==> config.mk <==
export PLATFORM = sky130hd
export DESIGN_NAME = wake_start_bank
export DESIGN_NICKNAME = d
export VERILOG_FILES = /design/src/verilog/wake_pkg.sv /design/src/verilog/wake_start_cell.sv /design/src/verilog/wake_start_bank.sv
export SDC_FILE = /design/constraint.sdc
export NUM_CORES = 1
export LEC_CHECK = 0
export ABC_AREA = 1
export CAP_MARGIN = 20
export CELL_PAD_IN_SITES_DETAIL_PLACEMENT = 1
export CELL_PAD_IN_SITES_GLOBAL_PLACEMENT = 1
export CORE_ASPECT_RATIO = 0.8
export CORE_MARGIN = 4
export CORE_UTILIZATION = 47
export DETAILED_ROUTE_END_ITERATION = 8
export DONT_BUFFER_PORTS = 1
export HOLD_SLACK_MARGIN = 0.06
export PLACE_DENSITY = 0.81
export SLEW_MARGIN = 25
export SYNTH_ARGS = -nofsm -noshare
export SYNTH_HDL_FRONTEND = slang
export SYNTH_SLANG_ARGS = --single-unit
export TNS_END_PERCENT = 30
==> constraint.sdc <==
create_clock -name clock -period 3.08 [get_ports clock]
set_clock_uncertainty 0.05 [all_clocks]
set_input_delay 0.154 -clock clock [delete_from_list [all_inputs] [get_ports clock]]
set_output_delay 0.154 -clock clock [all_outputs]
set_load 0.1 [all_outputs]
==> src/verilog/wake_pkg.sv <==
`default_nettype none
package wake_pkg;

    // ---------------------------------------------------------------
    // geometry
    // ---------------------------------------------------------------
    localparam int N_WAKE        = 8;
    localparam int WAKE_IRQ_BASE = 32;

    // ---------------------------------------------------------------
    // register byte addresses
    // ---------------------------------------------------------------
    localparam logic [31:0] ADDR_EDGE       = 32'h4004_8210;
    localparam logic [31:0] ADDR_ENABLE     = 32'h4004_8214;
    localparam logic [31:0] ADDR_CLEAR      = 32'h4004_8218;
    localparam logic [31:0] ADDR_PENDING    = 32'h4004_821C;
    localparam logic [31:0] ADDR_EVT_STATUS = 32'h4004_8220;
    localparam logic [31:0] ADDR_EVT_MASK   = 32'h4004_8224;

    // ---------------------------------------------------------------
    // field layout, shared by every register of the bank
    // ---------------------------------------------------------------
    localparam int FLD_P2_IN8     = 0;
    localparam int FLD_P2_IN9_LO  = 1;
    localparam int FLD_P2_IN11_HI = 3;
    localparam int FLD_P3_IN0     = 4;
    localparam int FLD_P3_IN1_LO  = 5;
    localparam int FLD_P3_IN3_HI  = 7;
    localparam int BYTE_LANE_LOW  = 0;

    // ---------------------------------------------------------------
    // reset values and encodings
    // ---------------------------------------------------------------
    localparam logic [7:0]  ENABLE_RESET = 8'h00;
    localparam logic [7:0]  EDGE_RESET   = 8'h00;
    localparam logic [7:0]  MASK_RESET   = 8'h00;
    localparam logic [7:0]  EVT_RESET    = 8'h00;
    localparam logic [7:0]  BYTE_ZERO    = 8'h00;
    localparam logic [7:0]  BYTE_ONES    = 8'hFF;
    localparam logic [23:0] RSVD_ZERO    = 24'h00_0000;
    localparam logic [31:0] WORD_ZERO    = 32'h0000_0000;
    localparam logic        EDGE_FALL    = 1'b0;
    localparam logic        EDGE_RISE    = 1'b1;
    localparam logic [1:0]  WARM_DONE    = 2'h3;

    // ---------------------------------------------------------------
    // carriers
    // ---------------------------------------------------------------
    typedef struct packed {
        logic enable;
        logic edge_rise;
    } wake_cfg_t;

    typedef struct packed {
        logic [31:0] adr;
        logic [31:0] dat;
        logic        we;
        logic [3:0]  sel;
    } wb_req_t;

endpackage
`default_nettype wire

==> src/verilog/wake_start_cell.sv <==
`timescale 1ns/1ps
`default_nettype none
module wake_start_cell
    import wake_pkg::*;
(
    input  wire logic      clock,
    input  wire logic      rst,
    input  wire logic      pin,
    input  wire wake_cfg_t cfg,
    input  wire logic      clear,
    output logic           capture,
    output logic           pending
);

    // ---------------------------------------------------------------
    // pin synchroniser
    // ---------------------------------------------------------------
    logic       sync_a;
    logic       sync_q;
    logic       prev_q;
    logic [1:0] warm;

    always_ff @(posedge clock or posedge rst) begin
        if (rst) begin
            sync_a <= 1'b0;
            sync_q <= 1'b0;
            prev_q <= 1'b0;
            warm   <= 2'h0;
        end else begin
            sync_a <= pin;
            sync_q <= sync_a;
            prev_q <= sync_q;
            if (warm != WARM_DONE) begin
                warm <= warm + 2'h1;
            end
        end
    end

    // ---------------------------------------------------------------
    // edge capture
    // ---------------------------------------------------------------
    // edges are ignored until the pipe holds real pin levels
    wire rise_seen = sync_q & ~prev_q;
    wire fall_seen = ~sync_q & prev_q;
    wire edge_hit  = (cfg.edge_rise == EDGE_RISE) ? rise_seen : fall_seen;
    assign capture = edge_hit & cfg.enable & (warm == WARM_DONE);

    // a new edge beats a clear in the same cycle
    always_ff @(posedge clock or posedge rst) begin
        if (rst) begin
            pending <= 1'b0;
        end else if (capture) begin
            pending <= 1'b1;
        end else if (clear) begin
            pending <= 1'b0;
        end
    end
endmodule
`default_nettype wire

==> src/verilog/wake_start_bank.sv <==
// The Wishbone slave port was chosen for this implementation.
`timescale 1ns/1ps
`default_nettype none
// Operation
// enable register: bit0 p2 in8, bits3:1 p2 in11..9, bit4 p3 in0, 7:5 p3 in3..1
// enable bit 1 allows a start signal, 0 blocks; resets to 0
// writing 1 to a clear bit drops that input's latched state; 0 does nothing
// each pin's own edge registers a start signal
// a registered start signal raises that input's wake-up interrupt
// software clears an input's latched state before relying on it
// status reads 1 for an enabled pending input, 0 otherwise, enable layout
// status bit 4 is p3 in0, bits 7:5 are p3 in3..1
// edge-select bit 0 picks falling edge, 1 picks rising edge
// input bit n drives wake interrupt line 32+n, bits 0..7 to lines 32..39
// bits 31:8 of every register read zero and ignore writes
module wake_start_bank
    import wake_pkg::*;
#(
    parameter int NUM_WAKE = N_WAKE
)(
    input  wire logic                clock,
    input  wire logic                rst,
    input  wire logic                wb_cyc_i,
    input  wire logic                wb_stb_i,
    input  wire logic                wb_we_i,
    input  wire logic [31:0]         wb_adr_i,
    input  wire logic [31:0]         wb_dat_i,
    input  wire logic [3:0]          wb_sel_i,
    output logic      [31:0]         wb_dat_o,
    output logic                     wb_ack_o,
    input  wire logic [NUM_WAKE-1:0] wake_pin,
    output logic      [NUM_WAKE-1:0] wake_irq,
    output logic                     irq
);

    // ---------------------------------------------------------------
    // bus decode
    // ---------------------------------------------------------------
    wb_req_t req;
    assign req.adr = wb_adr_i;
    assign req.dat = wb_dat_i;
    assign req.we  = wb_we_i;
    assign req.sel = wb_sel_i;

    // one access per request: the ack cycle itself is not taken again
    wire access = wb_cyc_i & wb_stb_i & ~wb_ack_o;
    wire low_en = req.sel[BYTE_LANE_LOW];
    wire wr     = access & req.we & low_en;
    wire rd     = access & ~req.we;

    wire hit_edge    = (req.adr == ADDR_EDGE);
    wire hit_enable  = (req.adr == ADDR_ENABLE);
    wire hit_clear   = (req.adr == ADDR_CLEAR);
    wire hit_pending = (req.adr == ADDR_PENDING);
    wire hit_status  = (req.adr == ADDR_EVT_STATUS);
    wire hit_mask    = (req.adr == ADDR_EVT_MASK);

    wire [7:0] wr_byte = req.dat[7:0];

    // ---------------------------------------------------------------
    // control registers
    // ---------------------------------------------------------------
    logic [7:0] edge_sel;
    logic [7:0] enable;
    logic [7:0] evt_mask;
    logic [7:0] evt_status;

    always_ff @(posedge clock or posedge rst) begin
        if (rst) begin
            edge_sel <= EDGE_RESET;
            enable   <= ENABLE_RESET;
            evt_mask <= MASK_RESET;
        end else begin
            if (wr && hit_edge) begin
                edge_sel <= wr_byte;
            end
            if (wr && hit_enable) begin
                enable <= wr_byte;
            end
            if (wr && hit_mask) begin
                evt_mask <= wr_byte;
            end
        end
    end

    // ---------------------------------------------------------------
    // start cells
    // ---------------------------------------------------------------
    // the clear strobe is a pulse; a 0 bit leaves that cell alone
    wire [7:0] clear_vec = (wr && hit_clear) ? wr_byte : BYTE_ZERO;
    logic [NUM_WAKE-1:0] capture;
    logic [NUM_WAKE-1:0] pending;

    genvar g;
    generate
        for (g = 0; g < NUM_WAKE; g++) begin : g_cell
            wake_cfg_t cell_cfg;
            assign cell_cfg.enable    = enable[g];
            assign cell_cfg.edge_rise = edge_sel[g];
            wake_start_cell u_cell (
                .clock   (clock),
                .rst     (rst),
                .pin     (wake_pin[g]),
                .cfg     (cell_cfg),
                .clear   (clear_vec[g]),
                .capture (capture[g]),
                .pending (pending[g])
            );
        end
    endgenerate

    // disabled inputs never show pending; stale state stays hidden
    // only until software enables the input again, which is why R06 clears it first
    wire [7:0] status_view = pending & enable;
    // line n of this vector is wake interrupt 32+n
    assign wake_irq = status_view;

    // ---------------------------------------------------------------
    // event status and interrupt
    // ---------------------------------------------------------------
    wire [7:0] events   = capture & ~pending;
    wire [7:0] rd_clear = (rd && hit_status) ? BYTE_ONES : BYTE_ZERO;
    // set wins over the read-clear in the same cycle
    wire [7:0] next_evt = (evt_status & ~rd_clear) | events;

    always_ff @(posedge clock or posedge rst) begin
        if (rst) begin
            evt_status <= EVT_RESET;
        end else begin
            evt_status <= next_evt;
        end
    end

    assign irq = |(evt_status & evt_mask);

    // ---------------------------------------------------------------
    // read data and ack
    // ---------------------------------------------------------------
    // clear register is write-only; unmapped addresses answer zero
    wire [7:0] rd_byte =
        hit_edge    ? edge_sel   :
        hit_enable  ? enable     :
        hit_pending ? status_view :
        hit_status  ? evt_status :
        hit_mask    ? evt_mask   :
                      BYTE_ZERO;
    wire [31:0] next_rdata = {RSVD_ZERO, rd_byte};

    always_ff @(posedge clock or posedge rst) begin
        if (rst) begin
            wb_ack_o <= 1'b0;
            wb_dat_o <= WORD_ZERO;
        end else begin
            wb_ack_o <= access;
            if (rd) begin
                wb_dat_o <= next_rdata;
            end
        end
    end
endmodule
`default_nettype wire

Word level (Yosys, flattened, before mapping)
Index checks and enable logic that the tools add are counted.
- register bits after elaboration: 89
- latch bits: 0
- RAM bits: 0
- memory bits (read-only): 0
- input bits: 81
- output and inout bits: 42
- logic and storage cells: 183
- memories: 0
- $add $sub $neg: 8
- multiply operators: 0
- divide/modulo/power cells: 0
- order comparisons: 0
- eq/ne operators: 22
- shift operators: 0
- mux-type cells: 31
- bitwise logic cells: 62
- reductions and logical operators: 14
- operators by type and width (operator ; count):
    equality test 32 x 31 -> 1 bit, second input constant ; 6
    two-way mux 8 bit ; 7
    AND 1 bit ; 37
    AND 8 bit ; 4
    two-way mux 1 bit ; 24
    NOT 1 bit ; 18
    adder 2 x 1 -> 2 bit, second input constant ; 8
    equality test 2 bit, second input constant ; 8
    != test 2 bit, second input constant ; 8
    NOT 8 bit ; 2
    nonzero test 2 bit ; 8
    bitwise OR 8 bit ; 1
    OR reduction 8 bit ; 1
    logical AND 1 bit ; 5

Longest topological paths before layout
- depth in word-level cells: 8
- mapped depth: 12
- mapped depth without buffers: 12

Cells and area by module
From an unflattened synthesis, not the netlist that was laid out.
- cells, all modules: 560
- area total of the unflattened synthesis: 4745.8 µm²
- by module, submodules not included (module ; times used ; cells each ; area each (µm²) ; sequential area each (µm²)):
    wake_start_bank ; 1 ; 368 ; 2753.9 ; 1026.0
    wake_start_cell ; 8 ; 24 ; 249.0 ; 150.1

Worst setup path after synthesis
Ideal clock, no wire load.
- path kind: flip-flop to flip-flop
- start: register wb_ack_o
- end: register evt_status[5]
- library setup time: 83 ps
- arrival: 1796 ps
- required time: 2947 ps
- setup slack: 1152 ps
- cell stages (with the launch flop): 8
- clock period less this slack: 1928 ps
- cells stage by stage: dfrtp_1 -> nor2_1 -> inv_1 -> nor2_4 -> inv_1 -> clkbuf_1 -> o21ai_0 -> o21ai_0
- word-level cells in the longest chain between the ends: 8
- RTL lines (item ; line ; source):
    from (decl) ; wake_start_bank.sv:30 ; output logic wb_ack_o,
    from (signal assigned) ; wake_start_bank.sv:154 ; wb_ack_o <= access;
    NOT 1 bit ; wake_start_bank.sv:46 ; wire access = wb_cyc_i & wb_stb_i & ~wb_ack_o;
    AND 1 bit ; wake_start_bank.sv:46 ;
    net access ; wake_start_bank.sv:46 ;
    AND 1 bit ; wake_start_bank.sv:49 ; wire rd = access & ~req.we;
    logical AND 1 bit ; wake_start_bank.sv:122 ; wire [7:0] rd_clear = (rd && hit_status) ? BYTE_ONES : BYTE_ZERO;
    two-way mux 8 bit ; wake_start_bank.sv:122 ;
    NOT 8 bit ; wake_start_bank.sv:124 ; wire [7:0] next_evt = (evt_status & ~rd_clear) | events;
    AND 8 bit ; wake_start_bank.sv:124 ;
    bitwise OR 8 bit ; wake_start_bank.sv:124 ;
    net next_evt[5] ; wake_start_bank.sv:124 ;
    to (signal assigned) ; wake_start_bank.sv:130 ; evt_status <= next_evt;
    to (decl) ; wake_start_bank.sv:66 ; logic [7:0] evt_status;
The timed path passes the listed nets, and every way through them passes these cells.
A chain may end at the register's enable or synchronous reset.

Worst setup path in the final report
- start: input wb_stb_i
- end: register evt_status[3]
- word-level cells in the longest chain between the ends: 8
- RTL lines (item ; line ; source):
    from (decl) ; wake_start_bank.sv:24 ; input wire logic wb_stb_i,
    AND 1 bit (2 in a row) ; wake_start_bank.sv:46 ;
    net access ; wake_start_bank.sv:46 ;
    AND 1 bit ; wake_start_bank.sv:49 ;
    logical AND 1 bit ; wake_start_bank.sv:122 ;
    two-way mux 8 bit ; wake_start_bank.sv:122 ;
    NOT 8 bit ; wake_start_bank.sv:124 ;
    AND 8 bit ; wake_start_bank.sv:124 ;
    bitwise OR 8 bit ; wake_start_bank.sv:124 ;
    net next_evt[3] ; wake_start_bank.sv:124 ;
The timed path passes the listed nets, and every way through them passes these cells.

==> flow_metrics.env <==
export IMPL_row_count=31
export IMPL_critPathLaunch="wb_stb_i"
export IMPL_core_area_um2=9110
export IMPL_worst_path_max_delay_cell="dlygate4sd3_1"
export IMPL_synth_edf_count=0
export IMPL_place_area_um2=4500
export IMPL_port_buffers=0
export IMPL_path_cells="dlygate4sd3_1 > nand2_1 > dlygate4sd3_1 > nor2_1 > inv_1 > nor2_4 > inv_1 > nor2_1 > o22ai_1"
export IMPL_intPower_mw=1.94
export IMPL_htree_levels=3
export IMPL_maxSlewHeadroom=0.365
export IMPL_slew_violations=0
export IMPL_hold_violations=0
export IMPL_hold_end="wb_dat_o[7]"
export IMPL_path_max_fanout=13
export IMPL_nFillCells=1039
export IMPL_grt_pass1_vias=3640
export IMPL_seq_area_frac_synth=0.503
export IMPL_die_w_um=117
export IMPL_path_class="in2reg"
export IMPL_clk_path_buf_depth=2
export IMPL_pwr_share_seq=0.458
export IMPL_switchingPower_mw=0.668
export IMPL_ys_flop_type="dfrtp_1"
export IMPL_synth_cells=489
export IMPL_post_cts_resized=0
export IMPL_wire_per_inst_um=17.3
export IMPL_initialDrtViolationCount=123
export IMPL_period_needed_ns=2.58
export IMPL_drc_errors=0
export IMPL_area_delta_synth_final_pct=13.2
export IMPL_max_cap_viol_count=0
export IMPL_antennaDiodeCount=0
export IMPL_die_area_um2=11100
export IMPL_rsz0062_at_grt="no"
export IMPL_finalInstanceArea_um2=5010
export IMPL_grt_overflow=0
export IMPL_instances_no_fill=641
export IMPL_clock_fmax_ghz=0.387
export IMPL_finalSetupViolations=0
export IMPL_via_per_inst=5.29
export IMPL_ys_types=33
export IMPL_critical_path_required_ns=3.22
export IMPL_cts_tree="yes"
export IMPL_ir_worst_vdd_mv=0.389
export IMPL_clkLatencyLatePin_ns=0.33
export IMPL_leakagePower_nw=2.37
export IMPL_rrSetupSlack_ns=1.05
export IMPL_hold_depth=8
export IMPL_fp_dieH_um=94.8
export IMPL_crit_reg2reg_launch="wb_ack_o"
export IMPL_ys_seq_elements=89
export IMPL_wirelength_um=11100
export IMPL_detail_route_antenna_nets=0
export IMPL_yosysWarnings=0
export IMPL_crit_arrival_ns=2.73
export IMPL_hold_class="in2reg"
export IMPL_place_hpwl_um=7630
export IMPL_dp_cells=605
export IMPL_endpoint_kind="flip-flop"
export IMPL_async_flop_share=1.00
export IMPL_finalCritPeriodShare=0.839
export IMPL_r2r_cells=6
export IMPL_gp_congestion=0.799
export IMPL_grtUsageTotal=0.211
export IMPL_cts_clk_slew_worst_paths_ns=0.06
export IMPL_grt_antenna_before_repair=0
export IMPL_clock_sinks=89
export IMPL_pwr_share_comb=0.091
export IMPL_floorplan_initialDensity=0.486
export IMPL_grt_pass1_wl_um=18000
export IMPL_firstDrtPassIters=5
export IMPL_reg2reg_to="evt_status[3]"
export IMPL_nNetsFinal=610
export IMPL_pwr_density_cell_nw_per_um2=519
export IMPL_cts_buffers=9
export IMPL_dr_total_vias=3392
export IMPL_final_setup_tns_ns=0
export IMPL_syn_area_um2=4430
export IMPL_worstMarginPinSlew_ns=0.951
export IMPL_swShare=0.257
export IMPL_p_clk_frac=0.451
export IMPL_grt_max_degree=37
export IMPL_max_stage_delay_ns=0.55
export IMPL_pin_count=123
export IMPL_start_kind="input port"
export IMPL_worstHoldStart="wb_adr_i[2]"
export IMPL_status="finished clean"
export IMPL_drive_gt1_frac=0.150
export IMPL_avgSynthCellArea_um2=9.06
export IMPL_cts_root_buf="clkbuf_16"
what timing repair did:
action / in CTS / in global routing
hold endpoints to repair: 68 / 0
hold buffers: 20 / 0
setup buffers: 0 / 0
area by class of cell:
class                      instances  area [um2]  share of cell area
clock buffer                      10         229              0.0457
clock inverter                     6        90.1              0.0180
inverter                          62         234              0.0467
multi-input combinational        333        1850               0.368
sequential                        89        2230               0.444
tap                              115         144              0.0287
timing repair buffer              26         245              0.0489
critical path, delay by kind of cell:
family	cells	cell delay [ns]
AOI/OAI and AO/OA	1	0.14
and+or+nand+nor	4	0.88
buffers and inverters	4	1.54
power by group through the flow:
stage / Sequential [mW] / Clock [mW] / Combinational [mW]
after floorplan: 1.22 / 0 / 0.213
after global placement: 1.21 / 0 / 0.213
after detailed placement: 1.21 / 0 / 0.217
after CTS: 1.19 / 1.18 / 0.238
after global routing: 1.19 / 1.24 / 0.254
final: 1.19 / 1.17 / 0.237
worst max-delay path by stage:
stage,to,slack (ns),cells past startpoint
floorplan,edge_sel[0],0.57,1
global placement,evt_status[3],1.21,6
detailed placement,evt_status[7],1.10,6
CTS,evt_status[3],0.51,9
global route,evt_status[2],0.33,9
finish,evt_status[3],0.50,9
flip-flops by register name, summed over array words and instances (netlist names), 8 cells and up:
name / flops
g_cell.u_cell.prev_q: 8
evt_status: 8
evt_mask: 8
g_cell.u_cell.pending: 8
edge_sel: 8
enable: 8
g_cell.u_cell.sync_a: 8
g_cell.u_cell.sync_q: 8
wb_dat_o: 8
g_cell.u_cell.warm: 16
logic make-up after synthesis:
group           synth area share
flops                      0.503
buf+inv                    0.100
xor+xnor                  0.0158
simple gates               0.245
fa+ha+maj                 0.0226
mux                       0.0203
other cells             0.000846
compound gates            0.0926
synthesized netlist by cell type, types with 3 or more instances:
master     instances  area (um2)
buf_4             24         180
dfrtp_1           89        2230
ha_1               8         100
inv_1             60         225
mux2_2             8        90.1
nand2_1          130         488
nand2_2            8        50.1
nand3_1           26         130
nand3_2            3        30.0
nand4_1            5        31.3
nor2_1            31         116
nor2_4            12         135
o2111ai_1          8        70.1
o21ai_0           20         100
o21ai_1            8        40.0
o21ai_2           16         140
o22ai_1            4        25.0
xnor2_1            8        70.1
layer usage:
layer / up-vias / routed length [um] / global-route usage
met4: 0 / 124 / 0.0525
met2: 126 / 5590 / 0.364
met5: - / 0 / 0
met1: 1673 / 4580 / 0.272
met3: 13 / 832 / 0.0423
li1: 1580 / - / -
cell usage in the layout (no fill, tap or decap), types with 3 or more instances in the layout:
| cell type | instances |
|---|---|
| dlygate4sd3_1 | 20 |
| o22ai_1 | 4 |
| dfrtp_1 | 89 |
| ha_1 | 8 |
| nand3_1 | 26 |
| clkbuf_16 | 9 |
| nor2_4 | 12 |
| nand4_1 | 5 |
| conb_1 | 24 |
| xnor2_1 | 8 |
| nor2_1 | 31 |
| o21ai_1 | 8 |
| nand3_2 | 3 |
| nand2_1 | 130 |
| o21ai_0 | 20 |
| nand2_2 | 8 |
| mux2_2 | 8 |
| inv_1 | 59 |
| o2111ai_1 | 8 |
| o21ai_2 | 16 |
| buf_4 | 6 |
stage by stage:
step	setup slack, ns	utilization	power (mW)	hold slack [ns]
2_1_floorplan	0.569	-	1.43	0.135
5_1_grt	0.327	0.550	2.69	0.288
3_3_place_gp	1.21	0.493	1.43	0.0829
6_report	0.496	0.550	2.60	0.255
4_1_cts	0.510	0.550	2.61	0.263
3_5_place_dp	1.10	0.493	1.43	0.0881
Power figures use the tool's default switching activity.
